## src/common/instr_timing_pkg.sv

```systemverilog
// package: opcodes, sizes, operand forms and clock counts for the timing model
package instr_timing_pkg;
  // operation selector
  typedef enum logic [3:0]
  {
    OP_ADD = 4'h0,
    OP_AND = 4'h1,
    OP_CMP = 4'h2,
    OP_OR = 4'h3,
    OP_SUB = 4'h4,
    OP_EXCLUSIVE_OR = 4'h5,
    OP_SIGNED_MULTIPLY = 4'h6,
    OP_UNSIGNED_MULTIPLY = 4'h7,
    OP_SIGNED_DIVIDE = 4'h8,
    OP_UNSIGNED_DIVIDE = 4'h9,
    OP_ADD_QUICK = 4'ha,
    OP_SUB_QUICK = 4'hb,
    OP_MOVE_QUICK = 4'hc
  } op_t;
  // operand size
  typedef enum logic [1:0]
  {
    SZ_BYTE = 2'h0,
    SZ_WORD = 2'h1,
    SZ_LONG = 2'h2
  } size_t;
  // operand form: std source-to-register, register-to-memory, immediate forms
  typedef enum logic [2:0]
  {
    FORM_EA_TO_DATA = 3'h0,
    FORM_EA_TO_ADDR = 3'h1,
    FORM_DATA_TO_MEM = 3'h2,
    FORM_IMM_TO_DATA = 3'h3,
    FORM_IMM_TO_ADDR = 3'h4,
    FORM_IMM_TO_MEM = 3'h5
  } form_t;
  // engine states
  typedef enum logic [1:0]
  {
    ST_IDLE = 2'h0,
    ST_COUNT = 2'h1,
    ST_DONE = 2'h2
  } state_t;

  localparam int CLK_W = 8;
  localparam int BUS_W = 5;
  localparam logic [CLK_W-1:0] MUL_BASE = 8'h2a; // 42 clocks
  localparam logic [CLK_W-1:0] MUL_MAX = 8'h4a; // 74 clocks
  localparam logic [CLK_W-1:0] SDIV_MAX = 8'ha2; // 162 clocks
  localparam logic [CLK_W-1:0] UDIV_MAX = 8'h90; // 144 clocks
  localparam logic [CLK_W-1:0] T8 = 8'h08;
  localparam logic [CLK_W-1:0] T10 = 8'h0a;
  localparam logic [CLK_W-1:0] T12 = 8'h0c;
  localparam logic [CLK_W-1:0] T16 = 8'h10;
  localparam logic [CLK_W-1:0] T20 = 8'h14;
  localparam logic [CLK_W-1:0] T24 = 8'h18;
  localparam logic [CLK_W-1:0] T26 = 8'h1a;
  localparam logic [CLK_W-1:0] T28 = 8'h1c;
  localparam logic [CLK_W-1:0] T40 = 8'h28;
  localparam logic [BUS_W-1:0] R0 = 5'h00;
  localparam logic [BUS_W-1:0] R1 = 5'h01;
  localparam logic [BUS_W-1:0] R2 = 5'h02;
  localparam logic [BUS_W-1:0] R4 = 5'h04;
  localparam logic [BUS_W-1:0] R6 = 5'h06;
endpackage

```

## src/common/timing_if.sv

```systemverilog
// interface: one timing entry passed between the decoder modules
`timescale 1ns/1ps
`default_nettype none
interface timing_if;
  logic [instr_timing_pkg::CLK_W-1:0] clocks;
  logic [instr_timing_pkg::BUS_W-1:0] reads;
  logic [instr_timing_pkg::BUS_W-1:0] writes;
  logic legal;
  logic add_ea;
  modport src
  (
    output clocks,
    output reads,
    output writes,
    output legal,
    output add_ea
  );
  modport dst
  (
    input clocks,
    input reads,
    input writes,
    input legal,
    input add_ea
  );
endinterface
`default_nettype wire

```

## src/hdl/mul_count.sv

```systemverilog
// multiply data-dependent count n from the source operand
`timescale 1ns/1ps
`default_nettype none
module mul_count
(
  input wire logic [15:0] operand,
  input wire logic is_signed,
  output logic [4:0] n_count
);
  // =====================================================
  // per-bit terms: transitions for signed, ones for unsigned
  logic [15:0] term;
  logic [16:0] ext;
  assign ext = {operand, 1'b0}; // zero below the lsb gives 17 bits
  genvar i;
  generate
    for (i = 0; i < 16; i++)
    begin : g_term
      assign term[i] = is_signed ? (ext[i+1] ^ ext[i]) : operand[i];
    end
  endgenerate
  // adder tree written as a loop; result fits in 5 bits
  always_comb
  begin
    n_count = 5'h00;
    for (int k = 0; k < 16; k++)
    begin
      n_count = n_count + {4'h0, term[k]};
    end
  end
endmodule
`default_nettype wire

```

## src/hdl/base_table.sv

```systemverilog
// base timing lookup for standard and immediate instructions
`timescale 1ns/1ps
`default_nettype none
module base_table
(
  input wire logic [3:0] op,
  input wire logic [1:0] size,
  input wire logic [2:0] form,
  input wire logic src_reg_or_imm,
  timing_if.src entry
);
  // =====================================================
  // table lookup: base clocks, reads, writes, plus-sign flag
  always_comb
  begin
    entry.clocks = instr_timing_pkg::T8;
    entry.reads = instr_timing_pkg::R2;
    entry.writes = instr_timing_pkg::R0;
    entry.legal = 1'b1;
    entry.add_ea = 1'b1;
    case (instr_timing_pkg::form_t'(form))
      instr_timing_pkg::FORM_EA_TO_DATA:
      begin
        case (instr_timing_pkg::op_t'(op))
          instr_timing_pkg::OP_ADD, instr_timing_pkg::OP_AND,
          instr_timing_pkg::OP_OR, instr_timing_pkg::OP_SUB:
          begin
            if (size == instr_timing_pkg::SZ_LONG)
              entry.clocks = src_reg_or_imm ? instr_timing_pkg::T12 : instr_timing_pkg::T10;
          end
          instr_timing_pkg::OP_CMP:
          begin
            if (size == instr_timing_pkg::SZ_LONG)
              entry.clocks = instr_timing_pkg::T10;
          end
          instr_timing_pkg::OP_EXCLUSIVE_OR:
          begin
            entry.legal = src_reg_or_imm;
            if (size == instr_timing_pkg::SZ_LONG)
              entry.clocks = instr_timing_pkg::T12;
          end
          instr_timing_pkg::OP_SIGNED_MULTIPLY, instr_timing_pkg::OP_UNSIGNED_MULTIPLY:
            entry.clocks = instr_timing_pkg::MUL_MAX;
          instr_timing_pkg::OP_SIGNED_DIVIDE:
            entry.clocks = instr_timing_pkg::SDIV_MAX;
          instr_timing_pkg::OP_UNSIGNED_DIVIDE:
            entry.clocks = instr_timing_pkg::UDIV_MAX;
          default:
            entry.legal = 1'b0;
        endcase
      end
      instr_timing_pkg::FORM_EA_TO_ADDR:
      begin
        case (instr_timing_pkg::op_t'(op))
          instr_timing_pkg::OP_CMP:
          begin
            entry.clocks = instr_timing_pkg::T10;
            entry.legal = (size != instr_timing_pkg::SZ_BYTE);
          end
          instr_timing_pkg::OP_SUB:
          begin
            entry.legal = (size != instr_timing_pkg::SZ_BYTE);
            if (size == instr_timing_pkg::SZ_LONG)
              entry.clocks = src_reg_or_imm ? instr_timing_pkg::T12 : instr_timing_pkg::T10;
            else
              entry.clocks = instr_timing_pkg::T12;
          end
          default:
            entry.legal = 1'b0;
        endcase
      end
      instr_timing_pkg::FORM_DATA_TO_MEM:
      begin
        entry.legal = (op <= 4'h5) && (op != 4'h2);
        case (instr_timing_pkg::size_t'(size))
          instr_timing_pkg::SZ_BYTE:
          begin
            entry.clocks = instr_timing_pkg::T12;
            entry.writes = instr_timing_pkg::R1;
          end
          instr_timing_pkg::SZ_WORD:
          begin
            entry.clocks = instr_timing_pkg::T16;
            entry.writes = instr_timing_pkg::R2;
          end
          default:
          begin
            entry.clocks = instr_timing_pkg::T24;
            entry.writes = instr_timing_pkg::R4;
          end
        endcase
      end
      instr_timing_pkg::FORM_IMM_TO_DATA:
      begin
        entry.add_ea = 1'b0;
        if (op >= 4'ha)
          entry.clocks = (size == instr_timing_pkg::SZ_LONG || op == 4'hc) ?
            ((op == 4'hc) ? instr_timing_pkg::T8 : instr_timing_pkg::T12) : instr_timing_pkg::T8;
        else if (size == instr_timing_pkg::SZ_LONG)
        begin
          entry.clocks = (op == 4'h2) ? instr_timing_pkg::T26 : instr_timing_pkg::T28;
          entry.reads = instr_timing_pkg::R6;
        end
        else
        begin
          entry.clocks = instr_timing_pkg::T16;
          entry.reads = instr_timing_pkg::R4;
        end
        // codes above the one-word load are unassigned and refused
        entry.legal = (op <= 4'h5 || (op >= 4'ha && op <= 4'hc)) && (op != 4'hc || size == 2'h2);
      end
      instr_timing_pkg::FORM_IMM_TO_ADDR:
      begin
        entry.add_ea = 1'b0;
        entry.clocks = instr_timing_pkg::T12;
        entry.legal = (op == 4'ha || op == 4'hb) && (size != instr_timing_pkg::SZ_BYTE);
      end
      default:
      begin
        // immediate to memory
        entry.legal = (op <= 4'h5 || op == 4'ha || op == 4'hb) && (form == 3'h5);
        if (op == 4'h2)
        begin
          entry.add_ea = 1'b0;
          entry.clocks = (size == 2'h2) ? instr_timing_pkg::T24 : instr_timing_pkg::T16;
          entry.reads = (size == 2'h2) ? instr_timing_pkg::R6 : instr_timing_pkg::R4;
        end
        else if (op == 4'ha || op == 4'h4)
        begin
          entry.clocks = (size == 2'h0) ? instr_timing_pkg::T12 :
            ((size == 2'h1) ? instr_timing_pkg::T16 : instr_timing_pkg::T24);
          entry.writes = (size == 2'h0) ? instr_timing_pkg::R1 :
            ((size == 2'h1) ? instr_timing_pkg::R2 : instr_timing_pkg::R4);
        end
        else
        begin
          entry.clocks = (size == 2'h0) ? instr_timing_pkg::T20 :
            ((size == 2'h1) ? instr_timing_pkg::T24 : instr_timing_pkg::T40);
          entry.reads = (size == 2'h2) ? instr_timing_pkg::R6 : instr_timing_pkg::R4;
          entry.writes = (size == 2'h0) ? instr_timing_pkg::R1 :
            ((size == 2'h1) ? instr_timing_pkg::R2 : instr_timing_pkg::R4);
        end
      end
    endcase
  end
endmodule
`default_nettype wire

```

## src/hdl/arith_instr_cycle_timing.sv

```systemverilog
// timing model: clocks, reads and writes charged per arithmetic instruction
// Behaviour
// [RQ1] standard counts include operation, result store and next-word prefetch
// [RQ2] immediate counts also include fetching the immediate operand words
// [RQ3] plus-marked entries add the address calculation's clocks, reads and writes
// [RQ4] multiply takes 42 plus twice n clocks
// [RQ5] signed multiply n counts 10/01 pairs in source with zero appended below
// [RQ6] unsigned multiply n is the number of one bits in the source
// [RQ7] multiply to data register: at most 74 clocks, two reads, no writes, plus ea
// [RQ8] signed divide at most 162, unsigned 144; spread under ten percent
// [RQ9] long add/and/or/sub to data register: 12 not 10 for register or immediate source
// [RQ10] exclusive-or to data register only from data register: 8 or 12 clocks
// [RQ11] each instruction reports total clocks, reads and writes separately
`timescale 1ns/1ps
`default_nettype none
module arith_instr_cycle_timing
(
  input wire logic clk_sys,
  input wire logic rst_b,
  input wire logic start,
  input wire logic [3:0] op,
  input wire logic [1:0] size,
  input wire logic [2:0] form,
  input wire logic src_reg_or_imm,
  input wire logic [15:0] source_operand,
  input wire logic [7:0] ea_clocks,
  input wire logic [4:0] ea_reads,
  input wire logic [4:0] ea_writes,
  output logic busy,
  output logic done,
  output logic illegal,
  output logic [7:0] total_clocks,
  output logic [4:0] total_reads,
  output logic [4:0] total_writes
);
  // =====================================================
  // decode
  timing_if entry();
  logic [4:0] n_count;
  logic is_mul;
  logic [7:0] base_clocks;
  logic [7:0] sum_clocks;
  logic [4:0] sum_reads;
  logic [4:0] sum_writes;

  // table entry for the decoded instruction
  base_table u_table
  (
    .op(op),
    .size(size),
    .form(form),
    .src_reg_or_imm(src_reg_or_imm),
    .entry(entry)
  );

  // operand-dependent count, only used for multiply
  mul_count u_mul
  (
    .operand(source_operand),
    .is_signed(op == 4'h6),
    .n_count(n_count)
  );

  // data-dependent multiply replaces the worst-case table figure
  always_comb
  begin
    is_mul = (form == 3'h0) && (op == 4'h6 || op == 4'h7);
    if (is_mul)
      base_clocks = instr_timing_pkg::MUL_BASE + {2'h0, n_count, 1'b0}; // [RQ4] [RQ5] [RQ6]
    else
      base_clocks = entry.clocks; // [RQ1] [RQ2] [RQ8] [RQ9] [RQ10]
    sum_clocks = base_clocks + (entry.add_ea ? ea_clocks : 8'h00); // [RQ3] [RQ7]
    sum_reads = entry.reads + (entry.add_ea ? ea_reads : 5'h00); // [RQ3]
    sum_writes = entry.writes + (entry.add_ea ? ea_writes : 5'h00); // [RQ3]
  end

  // =====================================================
  // execution counter: busy for one cycle less than the charged number of clocks, then done
  instr_timing_pkg::state_t state_q;
  instr_timing_pkg::state_t state_d;
  logic [7:0] cnt_q;
  logic [7:0] cnt_d;
  logic [7:0] clk_q;
  logic [7:0] clk_d;
  logic [4:0] rd_q;
  logic [4:0] rd_d;
  logic [4:0] wr_q;
  logic [4:0] wr_d;
  logic ill_q;
  logic ill_d;
  logic busy_q;
  logic busy_d;
  logic done_q;
  logic done_d;

  // new starts are ignored while busy, so the counter never restarts mid-op
  always_comb
  begin
    state_d = state_q;
    cnt_d = cnt_q;
    clk_d = clk_q;
    rd_d = rd_q;
    wr_d = wr_q;
    ill_d = ill_q;
    busy_d = busy_q;
    done_d = 1'b0;
    case (state_q)
      instr_timing_pkg::ST_IDLE:
      begin
        if (start)
        begin
          ill_d = ~entry.legal;
          if (entry.legal)
          begin
            clk_d = sum_clocks; // [RQ11]
            rd_d = sum_reads; // [RQ11]
            wr_d = sum_writes; // [RQ11]
            cnt_d = sum_clocks - 8'h01;
            busy_d = 1'b1;
            state_d = instr_timing_pkg::ST_COUNT;
          end
          else
          begin
            clk_d = 8'h00;
            rd_d = 5'h00;
            wr_d = 5'h00;
            done_d = 1'b1;
          end
        end
      end
      instr_timing_pkg::ST_COUNT:
      begin
        if (cnt_q <= 8'h01)
        begin
          busy_d = 1'b0;
          done_d = 1'b1;
          state_d = instr_timing_pkg::ST_IDLE;
        end
        else
          cnt_d = cnt_q - 8'h01;
      end
      default:
        state_d = instr_timing_pkg::ST_IDLE;
    endcase
  end

  // synchronous reset
  always_ff @(posedge clk_sys)
  begin
    if (!rst_b)
    begin
      state_q <= instr_timing_pkg::ST_IDLE;
      cnt_q <= 8'h00;
      clk_q <= 8'h00;
      rd_q <= 5'h00;
      wr_q <= 5'h00;
      ill_q <= 1'b0;
      busy_q <= 1'b0;
      done_q <= 1'b0;
    end
    else
    begin
      state_q <= state_d;
      cnt_q <= cnt_d;
      clk_q <= clk_d;
      rd_q <= rd_d;
      wr_q <= wr_d;
      ill_q <= ill_d;
      busy_q <= busy_d;
      done_q <= done_d;
    end
  end

  assign busy = busy_q;
  assign done = done_q;
  assign illegal = ill_q;
  assign total_clocks = clk_q;
  assign total_reads = rd_q;
  assign total_writes = wr_q;

  // =====================================================
  // checks
  // launch-time copies, so next-cycle checks see what was taken
  logic [4:0] n_count_q1;
  logic [7:0] ea_q1;
  logic taken;
  logic [7:0] busy_len_q;
  logic [7:0] busy_len_d;

  // a launch is a start seen while idle
  assign taken = start && !busy_q;

  // plain copies, rewritten every cycle, so no reset
  always_ff @(posedge clk_sys)
  begin
    n_count_q1 <= n_count;
    ea_q1 <= ea_clocks;
  end

  // busy run length; a counter, as a long repetition would stall the tools
  always_comb
  begin
    busy_len_d = 8'h00;
    if (busy_q)
      busy_len_d = busy_len_q + 8'h01;
  end

  // busy run register
  always_ff @(posedge clk_sys)
  begin
    if (!rst_b)
      busy_len_q <= 8'h00;
    else
      busy_len_q <= busy_len_d;
  end

  // multiply time follows the operand
  a_mul_formula : assert property (@(posedge clk_sys) disable iff (!rst_b) // [RQ4]
    (taken && is_mul)
    |=> (total_clocks == instr_timing_pkg::MUL_BASE + {2'h0, n_count_q1, 1'b0} + ea_q1))
    else $error("multiply clocks wrong");

  // ceiling kept, no writes of its own
  a_mul_bound : assert property (@(posedge clk_sys) disable iff (!rst_b) // [RQ7]
    (taken && is_mul)
    |-> (base_clocks <= instr_timing_pkg::MUL_MAX && sum_writes == ea_writes))
    else $error("multiply exceeds 74 or writes");

  // unsigned count is the ones count
  a_umul_pop : assert property (@(posedge clk_sys) disable iff (!rst_b) // [RQ6]
    (is_mul && op == 4'h7)
    |-> (n_count == 5'($countones(source_operand))))
    else $error("unsigned n not popcount");

  // alternating source is the signed worst case
  a_smul_worst : assert property (@(posedge clk_sys) disable iff (!rst_b) // [RQ5]
    (is_mul && op == 4'h6 && source_operand == 16'h5555)
    |-> (n_count == 5'h10))
    else $error("signed n worst case wrong");

  // signed divide charges its maximum
  a_div_time : assert property (@(posedge clk_sys) disable iff (!rst_b) // [RQ8]
    (taken && form == 3'h0 && op == 4'h8)
    |=> (total_clocks == instr_timing_pkg::SDIV_MAX + ea_q1))
    else $error("signed divide clocks wrong");

  // unsigned divide charges its maximum
  a_udiv_time : assert property (@(posedge clk_sys) disable iff (!rst_b) // [RQ8]
    (taken && form == 3'h0 && op == 4'h9)
    |=> (total_clocks == instr_timing_pkg::UDIV_MAX + ea_q1))
    else $error("unsigned divide clocks wrong");

  // long add, and, or, sub into data register
  a_long_reg_src : assert property (@(posedge clk_sys) disable iff (!rst_b) // [RQ9]
    (form == 3'h0 && size == 2'h2 && op != 4'h2 && op <= 4'h4)
    |-> (base_clocks == (src_reg_or_imm ? instr_timing_pkg::T12 : instr_timing_pkg::T10)))
    else $error("long add base wrong");

  // other source modes refused
  a_xor_source : assert property (@(posedge clk_sys) disable iff (!rst_b) // [RQ10]
    (taken && form == 3'h0 && op == 4'h5 && !src_reg_or_imm)
    |=> (illegal && done))
    else $error("exclusive-or source not refused");

  // exclusive-or base time by size
  a_xor_time : assert property (@(posedge clk_sys) disable iff (!rst_b) // [RQ10]
    (form == 3'h0 && op == 4'h5 && src_reg_or_imm)
    |-> (base_clocks == ((size == 2'h2) ? instr_timing_pkg::T12 : instr_timing_pkg::T8)))
    else $error("exclusive-or clocks wrong");

  // operand fetch included, no address time
  a_imm_reads : assert property (@(posedge clk_sys) disable iff (!rst_b) // [RQ2]
    (form == 3'h3 && op == 4'h0 && size == 2'h2)
    |-> (sum_reads == 5'h06 && sum_clocks == 8'h1c))
    else $error("long immediate add wrong");

  // shortest entry: seven busy cycles, then done
  a_done_time : assert property (@(posedge clk_sys) disable iff (!rst_b) // [RQ1]
    (taken && entry.legal && sum_clocks == 8'h08)
    |=> busy[*7] ##1 done)
    else $error("busy length wrong");

  // any legal entry holds busy one cycle short of its total
  a_busy_length : assert property (@(posedge clk_sys) disable iff (!rst_b) // [RQ11]
    (done && !illegal)
    |-> (busy_len_q == total_clocks - 8'h01))
    else $error("busy run does not match total");

  // a refused entry reports nothing
  a_refused_zero : assert property (@(posedge clk_sys) disable iff (!rst_b) // [RQ11]
    (done && illegal)
    |-> (total_clocks == 8'h00 && total_reads == 5'h00 && total_writes == 5'h00 && !busy))
    else $error("refused entry has totals");

  // a start while busy leaves the totals alone
  a_start_ignored : assert property (@(posedge clk_sys) disable iff (!rst_b) // [RQ11]
    (busy_q && start)
    |=> ($stable(total_clocks) && $stable(total_reads) && $stable(total_writes)))
    else $error("start taken while busy");

  // main scenarios reached
  c_mul : cover property (@(posedge clk_sys) taken && is_mul);
  c_div : cover property (@(posedge clk_sys) taken && op == 4'h9 && form == 3'h0);
  c_imm_mem : cover property (@(posedge clk_sys) taken && form == 3'h5);
  c_illegal : cover property (@(posedge clk_sys) done && illegal);
  c_poke : cover property (@(posedge clk_sys) busy_q && start);
endmodule
`default_nettype wire

```

## config.mk

```make
export PLATFORM = sky130hd
export DESIGN_NAME = arith_instr_cycle_timing
export DESIGN_NICKNAME = d
export VERILOG_FILES = /design/src/common/instr_timing_pkg.sv /design/src/common/timing_if.sv /design/src/hdl/mul_count.sv /design/src/hdl/base_table.sv /design/src/hdl/arith_instr_cycle_timing.sv
export SDC_FILE = /design/constraint.sdc
export NUM_CORES = 1
export LEC_CHECK = 0
export ABC_AREA = 1
export BUFFER_PORTS_ARGS = -buffer_cell sky130_fd_sc_hd__buf_2
export CAP_MARGIN = 5
export CORE_UTILIZATION = 50
export DETAILED_ROUTE_END_ITERATION = 7
export PLACE_DENSITY = 0.76
export SLEW_MARGIN = 20
export SYNTH_ARGS = -nofsm -noshare
export SYNTH_HDL_FRONTEND = slang
export SYNTH_HIERARCHICAL = 1
export SYNTH_SLANG_ARGS = --single-unit
```

## constraint.sdc

```tcl
create_clock -name clk_sys -period 5.8 [get_ports clk_sys]
set_input_delay 0.58 -clock clk_sys [delete_from_list [all_inputs] [get_ports clk_sys]]
set_output_delay 0.58 -clock clk_sys [all_outputs]
set_load 0.005 [all_outputs]
```

==> flow_metrics.env, run 1 <==
export IMPL_synthCells=592
export IMPL_fin_crit_sh=1.02
export IMPL_synth_top_area_frac=0.160
export IMPL_synthMuxAreaShare=0
export IMPL_slew_headroom=0.519
export IMPL_worstPathRequired_ps=5970
export IMPL_gp_congestion=0.940
export IMPL_antenna_left=0
export IMPL_start_util=0.530
export IMPL_dp_cells=763
export IMPL_dpl_hpwl_mm=7.51
export IMPL_grt_use_total=0.249
export IMPL_synth_top_cells_by_area="nand2_1 (16%), dfxtp_1 (16%), inv_1 (9.6%)"
export IMPL_p_leak_nw=2.50
export IMPL_critPathKind="in2reg"
export IMPL_hold_violations=0
export IMPL_outcome="finished with violations"
export IMPL_fin_worst_skew_ps=6.64
export IMPL_drv_slew=0
export IMPL_finalPower_mw=1.26
export IMPL_crit_path_frequent_cell="fa_1"
export IMPL_ys_warn_count=6
export IMPL_antenna_found_initial=0
export IMPL_via_per_inst=5.12
export IMPL_rsz0062_at_grt="true"
export IMPL_cp_end_kind="register"
export IMPL_die_h_um=87.8
export IMPL_portBuffers=67
export IMPL_synth_xor_area_frac=0.0618
export IMPL_stdcell_area_um2=4700
export IMPL_synth_top_family_by_area="simple AND/OR/NAND/NOR gates"
export IMPL_cts_hold_buffers_added=0
export IMPL_synthSimpleGateAreaFrac=0.345
export IMPL_arrival_ps=6080
export IMPL_ys_seq_elements=29
export IMPL_worst_slack_ps=-104
export IMPL_crit_path_top_delay_cell="fa_1"
export IMPL_ys_seq_area_frac=0.158
export IMPL_diodes=0
export IMPL_dr_total_vias=3970
export IMPL_syn_cell_area_um2=3680
export IMPL_synth_fa_ha_area_frac=0.152
export IMPL_die_w_um=87.8
export IMPL_wl_per_cell_um=12.5
export IMPL_cts_buffers_inserted=5
export IMPL_violations="setup timing"
export IMPL_placementRows=30
export IMPL_p_per_area_nw_per_um2=267
export IMPL_cp_slowest_stage_delay_ps=520
export IMPL_grt_pass1_vias=3594
export IMPL_die_area_um2=7710
export IMPL_hold_class="reg2reg"
export IMPL_synth_compound_area_frac=0.143
export IMPL_place_ws_ps=-488
export IMPL_grt_overflow=0
export IMPL_clk_latency_ps=280
export IMPL_fin_crit_ps=5900
export IMPL_nNetsFinal=763
export IMPL_clk_path_buf_depth=2
export IMPL_path_max_fanout=5
export IMPL_vdd_drop_max_mv=0.143
export IMPL_dr_first_iter_drc_count=202
export IMPL_yosysTopAreaCell="nand2_1"
export IMPL_cts_tree="built"
export IMPL_worst_pin_slew_ps=721
export IMPL_avgSynthCellArea_um2=6.22
export IMPL_cts_htree_levels=2
export IMPL_cp_start_kind="input port"
export IMPL_area_delta_synth_final_pct=27.6
export IMPL_maxCapViolations=0
export IMPL_drive_gt1_frac=0.310
export IMPL_clock_fmax_mhz=169
export IMPL_clkTransAtPathRegs_ps=70
export IMPL_final_cells=776
export IMPL_setup_viol_count_final=4
export IMPL_postLayoutCoreUtil=0.676
export IMPL_firstDrtPassIters=4
export IMPL_drt_wl_total_mm=9.73
export IMPL_cts_sinks=29
export IMPL_grt_max_degree=23
export IMPL_yosysUniqueCellTypes=41
export IMPL_grt_pass1_wl_mm=15.6
export IMPL_drc=0
export IMPL_placed_area_um2=4300
export IMPL_cts_root_buffer="clkbuf_8"
export IMPL_core_area_um2=6940
export IMPL_io_pins=68
## flip-flops by register name, summed over array words and instances, names as in the netlist
register      cells
cnt_q             8
total_clocks      8
total_reads       5
total_writes      5
busy              1
done              1
illegal           1
## per-stage QoR
step,TNS [ps],hold slack (ps)
3_3_place_gp,-3120,452
3_5_place_dp,-4540,456
2_1_floorplan,0,461
5_1_grt,-2040,474
4_1_cts,-120,466
6_report,-245,463
## path summary, 6_finish.rpt
check / startpoint / endpoint / slack, ps / depth (start not counted)
setup reg to reg: busy$_SDFFE_PN0P_ / cnt_q[1]$_SDFFE_PN0P_ / 3580 / 8
hold reg to reg: total_writes[3]$_SDFFE_PN0P_ / total_writes[3]$_SDFFE_PN0P_ / 460 / 2
setup / recovery: op[3] / cnt_q[7]$_SDFFE_PN0P_ / -100 / 30
hold / removal: total_writes[3]$_SDFFE_PN0P_ / total_writes[3]$_SDFFE_PN0P_ / 460 / 2
## what timing repair did
item | 4_1_cts | 5_1_grt
cloned | 1 | 0
pin swaps | 2 | 20
gates resized for setup | 17 | 47
setup endpoints to repair | 9 | 12
buffers inserted | 3 | 1
## cells in the final DEF, fill, tap and decap left out, types with 5 or more instances in the layout
cell type    n
nand4_1      6
nor2_2       8
buf_2       66
nor2_4       6
dfxtp_1     29
nor2_1      40
ha_4         5
inv_2       17
o21ai_1     11
nand3_2     12
inv_1       87
a21oi_2      6
fa_1        11
nand2_2     25
a21oi_1     34
o21ai_2      5
clkbuf_8     5
nand2_4      7
nand2_1    138
o21ai_0     16
xor2_1      10
conb_1       6
nand3_1     34
buf_4       25
xnor2_1     12
ha_1        18
## report_power, final
group | internal [mW] | switching, mW | leakage, nW
Sequential | 0.215 | 0.0131 | 0.236
Combinational | 0.331 | 0.447 | 2.20
Clock | 0.171 | 0.0790 | 0.0681
Total | 0.717 | 0.539 | 2.50
## layer usage
metal	vias up	GRT usage	routed length, µm
met4	0	0.0417	155
met1	1815	0.331	4400
met5	-	0	0
li1	2019	-	-
met3	18	0.0396	502
met2	118	0.430	4680
## Yosys cell counts (all sizes together)
master,number
a21o,4
nand3,46
buf,17
nor2,54
nand4,6
or3,1
nor3,3
and2,1
a22oi,1
fa,13
nor4,1
conb,1
or2,1
clkbuf,3
xor2,10
a31oi,1
o21ai,33
a211oi,1
ha,24
xnor2,16
dfxtp,29
a32o,1
o31ai,1
inv,106
o211ai,1
a21oi,43
o22ai,3
nand2,170
a2bb2oi,1
## cell type report
class,count,area [µm²]
clock inverters,3,65.1
well taps,96,120
repair buffers,95,571
flip-flops and latches,29,581
inverters,106,403
fillers,610,2250
clock buffers,5,68.8
multi-input cells,442,2890
## kinds of logic after synthesis
kind of cell | count (synthesis)
and+or+nand+nor | 283
buffers and inverters | 126
AOI/OAI and AO/OA | 90
adders and majority gates | 37
DFF | 29
xor gates and xnor gates | 26
other | 1
## critical path, delay by kind of cell
kind	cells	cell delay [ps]
AOI/OAI and AO/OA	4	390
xor gates and xnor gates	1	170
adders and majority gates	8	3170
buffers and inverters	7	570
and+or+nand+nor	10	1170
No activity file was read; power rests on OpenSTA's default activity.
==> inputs of run 2 (changes only) <==
Settings changed: PLACE_DENSITY 0.76 to 0.77.
==> flow_metrics.env, run 2 (synthesis results as in run 1) <==
export IMPL_outcome="finished with violations"
export IMPL_violations="setup timing"
export IMPL_cts_htree_levels=2
export IMPL_critPathKind="in2reg"
export IMPL_r2r_setup_slack_ps=3590
export IMPL_grt_use_total=0.268
export IMPL_firstDrtPassIters=7
export IMPL_stdcell_area_um2=4620
export IMPL_worst_pin_slew_ps=742
export IMPL_path_buf_inv=12
export IMPL_setup_viol_count_final=7
export IMPL_dpl_hpwl_mm=7.74
export IMPL_via_per_inst=5.16
export IMPL_placed_area_um2=4320
export IMPL_cts_sinks=29
export IMPL_start_util=0.530
export IMPL_die_area_um2=7710
export IMPL_postLayoutCoreUtil=0.666
export IMPL_clock_fmax_mhz=167
export IMPL_grt_pass1_wl_mm=16.6
export IMPL_nNetsFinal=764
export IMPL_cts_buffers_inserted=5
export IMPL_diodes=0
export IMPL_fin_crit_ps=5980
export IMPL_hold_start="total_clocks[0]$_SDFFE_PN0P_"
export IMPL_vdd_drop_max_mv=0.156
export IMPL_die_w_um=87.8
export IMPL_grt_max_degree=23
export IMPL_dr_total_vias=4010
export IMPL_wl_per_cell_um=12.8
export IMPL_cpLargestDelayFamily="adder cells"
export IMPL_min_path_cells=2
export IMPL_gp_congestion=0.915
export IMPL_die_h_um=87.8
export IMPL_antenna_left=0
export IMPL_cp_start_kind="input port"
export IMPL_grt_overflow=0
export IMPL_core_area_um2=6940
export IMPL_drv_slew=0
export IMPL_slew_headroom=0.502
export IMPL_drt_wl_total_mm=9.96
export IMPL_antenna_found_initial=0
export IMPL_clk_path_buf_depth=2
export IMPL_io_pins=68
export IMPL_hold_path_end="total_clocks[0]$_SDFFE_PN0P_"
export IMPL_cts_root_buffer="clkbuf_8"
export IMPL_p_leak_nw=2.48
export IMPL_drive_gt1_frac=0.295
export IMPL_dr_first_iter_drc_count=196
export IMPL_grt_pass1_vias=3893
export IMPL_area_delta_synth_final_pct=25.6
export IMPL_hold_class="reg2reg"
export IMPL_r2r_start="busy$_SDFFE_PN0P_"
export IMPL_drc=0
export IMPL_place_ws_ps=-565
export IMPL_reg2reg_to="cnt_q[1]$_SDFFE_PN0P_"
export IMPL_placementRows=30
export IMPL_arrival_ps=6150
export IMPL_p_per_area_nw_per_um2=255
export IMPL_fin_worst_skew_ps=3.19
export IMPL_fill_cells=625
export IMPL_fin_crit_sh=1.03
export IMPL_clkTransAtPathRegs_ps=60
export IMPL_rsz0062_at_grt="true"
export IMPL_portBuffers=67
export IMPL_final_cell_mix="nand2_1 (144), inv_1 (85), buf_2 (66)"
export IMPL_reg2reg_depth=8
export IMPL_cp_slowest_stage_delay_ps=520
export IMPL_worst_slack_ps=-180
export IMPL_cp_end_kind="register"
export IMPL_layout_commonest_cell="nand2_1"
export IMPL_clk_latency_ps=280
export IMPL_maxCapViolations=0
export IMPL_cts_tree="built"
export IMPL_hold_violations=0
export IMPL_path_max_fanout=5
export IMPL_cts_hold_buffers_added=0
export IMPL_crit_path_top_delay_cell="fa_1"
export IMPL_worstPathRequired_ps=5970
## run 2: cell count changes in the layout (fill, tap and decap cells not counted), sizes merged
cell,previous run,this run
bufinv,2,0
clkbuf,5,7
buf,95,96
## run 2: final cells by class
cell class | count | area (µm²) | share of cell area
Sequential cell | 29 | 581 | 0.126
Multi-Input combinational cell | 442 | 2830 | 0.611
Clock inverter | 1 | 5.00 | 0.00108
Clock buffer | 7 | 96.3 | 0.0208
Timing Repair Buffer | 96 | 592 | 0.128
Inverter | 106 | 403 | 0.0871
Tap cell | 96 | 120 | 0.0260
## run 2: timing repair
| item | CTS | global route |
|---|---|---|
| setup buffers | 4 | 1 |
| pin swaps | 12 | 14 |
| endpoints found under the setup margin | 9 | 12 |
| gates resized for setup | 17 | 28 |
## run 2: worst register-to-register path: stages (launching register included)
cell,delay (ps)
dfxtp_1,380
inv_2,220
nand2_2,310
nor2_4,440
inv_2,130
nand2_2,240
inv_1,110
nor3_1,160
a211oi_1,60
## run 2: routing by layer
metal,vias to the layer above,track usage,part of all wire,wire (µm)
met2,138,0.485,0.50,4940
li1,2024,-,-,-
met4,0,0.0566,0.019,192
met3,21,0.0386,0.049,487
met1,1827,0.336,0.44,4340
met5,-,0,0,0
## run 2: where the power goes
group | leakage [nW] | switching [mW] | internal [mW] | total [mW]
Sequential | 0.236 | 0.0128 | 0.215 | 0.228
Clock | 0.0542 | 0.0777 | 0.107 | 0.185
Combinational | 2.19 | 0.443 | 0.325 | 0.768
## run 2: how the worst max path moves through the flow
stage | start | end | slack, ps | cells after the start
floorplan | op[1] | cnt_q[7]$_SDFFE_PN0P_ | 10 | 31
detailed placement | op[1] | cnt_q[5]$_SDFFE_PN0P_ | -570 | 31
global placement | op[1] | cnt_q[5]$_SDFFE_PN0P_ | -400 | 30
finish | op[2] | cnt_q[5]$_SDFFE_PN0P_ | -180 | 31
CTS | op[2] | cnt_q[7]$_SDFFE_PN0P_ | -70 | 34
global route | op[2] | cnt_q[7]$_SDFFE_PN0P_ | -470 | 33
## run 2: per-stage QoR
| stage | TNS (ps) | instances | total power, mW | hold WS, ps |
|---|---|---|---|---|
| 2_1_floorplan | 0 | 597 | 0.740 | 461 |
| 3_3_place_gp | -3030 | 764 | 0.877 | 453 |
| 3_5_place_dp | -4780 | 764 | 0.912 | 456 |
| 4_1_cts | -134 | 776 | 1.14 | 466 |
| 5_1_grt | -3270 | 777 | 1.28 | 491 |
| 6_report | -956 | 777 | 1.18 | 465 |
==> inputs of run 3 (changes only) <==
Settings changed: CORE_MARGIN from default to 3, CORE_UTILIZATION 50 to 45, CTS_CLUSTER_DIAMETER from default to 200, PLACE_DENSITY 0.77 to 0.7.
==> flow_metrics.env, run 3 (synthesis results as in run 1) <==
export IMPL_violations="setup timing"
export IMPL_dr_total_vias=4062
export IMPL_place_ws_ps=-603
export IMPL_fin_hold_ws_ps=461
export IMPL_grt_overflow=0
export IMPL_dr_first_iter_drc_count=184
export IMPL_vdd_drop_max_mv=0.157
export IMPL_clk_latency_ps=290
export IMPL_fin_crit_sh=1.04
export IMPL_finalPower_mw=1.22
export IMPL_hold_violations=0
export IMPL_clk_path_buf_depth=2
export IMPL_placementRows=32
export IMPL_grt_max_degree=23
export IMPL_portBuffers=67
export IMPL_fin_crit_ps=6040
export IMPL_diodes=0
export IMPL_dp_cells=772
export IMPL_antenna_left=0
export IMPL_cts_root_buffer="clkbuf_8"
export IMPL_layout_commonest_cell="nand2_1"
export IMPL_rsz0062_at_grt="true"
export IMPL_die_area_um2=9300
export IMPL_cts_buffers_inserted=5
export IMPL_grt_pass1_wl_mm=16.9
export IMPL_fin_tns_setup_ps=-1090
export IMPL_setup_viol_count_final=8
export IMPL_p_leak_nw=2.62
export IMPL_cp_start_kind="input port"
export IMPL_stdcell_area_um2=4860
export IMPL_postLayoutCoreUtil=0.619
export IMPL_drt_wl_total_mm=10.6
export IMPL_worst_pin_slew_ps=698
export IMPL_firstDrtPassIters=5
export IMPL_worstPathRequired_ps=6020
export IMPL_crit_path_top_delay_cell="fa_1"
export IMPL_p_per_area_nw_per_um2=252
export IMPL_crit_path_frequent_cell="fa_1"
export IMPL_core_area_um2=7850
export IMPL_cts_sinks=29
export IMPL_worst_slack_ps=-239
export IMPL_hold_class="reg2reg"
export IMPL_via_per_inst=5.01
export IMPL_cp_slowest_stage_delay_ps=590
export IMPL_cts_htree_levels=2
export IMPL_area_delta_synth_final_pct=31.9
export IMPL_grt_use_total=0.229
export IMPL_final_cell_mix="nand2_1 (141), inv_1 (86), buf_2 (65)"
export IMPL_drive_gt1_frac=0.330
export IMPL_cp_end_kind="register"
export IMPL_critPathKind="in2reg"
export IMPL_nNetsFinal=792
export IMPL_die_h_um=96.5
export IMPL_maxCapViolations=0
export IMPL_path_max_fanout=6
export IMPL_slew_headroom=0.534
export IMPL_grt_pass1_vias=3913
export IMPL_drv_slew=0
export IMPL_io_pins=68
export IMPL_cts_tree="built"
export IMPL_die_w_um=96.5
export IMPL_final_cells=811
export IMPL_dpl_hpwl_mm=7.79
export IMPL_antenna_found_initial=0
export IMPL_placed_area_um2=4330
export IMPL_arrival_ps=6260
export IMPL_gp_congestion=0.914
export IMPL_drc=0
export IMPL_outcome="finished with violations"
export IMPL_fin_worst_skew_ps=3.79
export IMPL_clock_fmax_mhz=166
export IMPL_wl_per_cell_um=13.1
export IMPL_start_util=0.469
export IMPL_clkTransAtPathRegs_ps=60
run 3: final cells by class:
class	instances	area, µm²
clock inverter	1	5.00
sequential	29	581
multi-input combinational	442	2850
clock buffer	7	96.3
inverter	106	403
tap	102	128
timing repair buffer	124	791
fill	744	2990
run 3: critical path, delay by kind of cell:
| kind | cells | cell delay (ps) |
|---|---|---|
| and+or+nand+nor | 7 | 850 |
| adders and majority gates | 8 | 3320 |
| AOI/OAI and AO/OA | 5 | 770 |
| buffers and inverters | 8 | 590 |
| xor gates and xnor gates | 1 | 140 |
run 3: worst paths after layout:
path | start | to | slack [ps] | cells after the start
setup / recovery | op[1] | cnt_q[7]$_SDFFE_PN0P_ | -240 | 29
hold / removal | total_clocks[6]$_SDFFE_PN0P_ | total_clocks[6]$_SDFFE_PN0P_ | 460 | 2
setup reg to reg | busy$_SDFFE_PN0P_ | cnt_q[1]$_SDFFE_PN0P_ | 3630 | 8
hold reg to reg | total_clocks[6]$_SDFFE_PN0P_ | total_clocks[6]$_SDFFE_PN0P_ | 460 | 2
run 3: power breakdown:
group,switching (mW),leakage [nW],total (mW),internal (mW)
Clock,0.0798,0.0542,0.187,0.107
Combinational,0.449,2.33,0.807,0.358
Sequential,0.0128,0.236,0.228,0.215
run 3: layer usage:
metal | vias up | wire, µm | GRT usage
li1 | 2075 | - | -
met1 | 1830 | 4200 | 0.250
met2 | 128 | 5690 | 0.448
met3 | 29 | 487 | 0.0333
met4 | 0 | 261 | 0.0748
met5 | - | 0 | 0
run 3: timing repair:
action | in CTS | in global routing
setup endpoints to repair | 11 | 14
hold endpoints to repair | 0 | 0
hold buffers | 0 | 0
pin swaps | 16 | 34
resized for setup | 18 | 36
setup buffers | 28 | 3
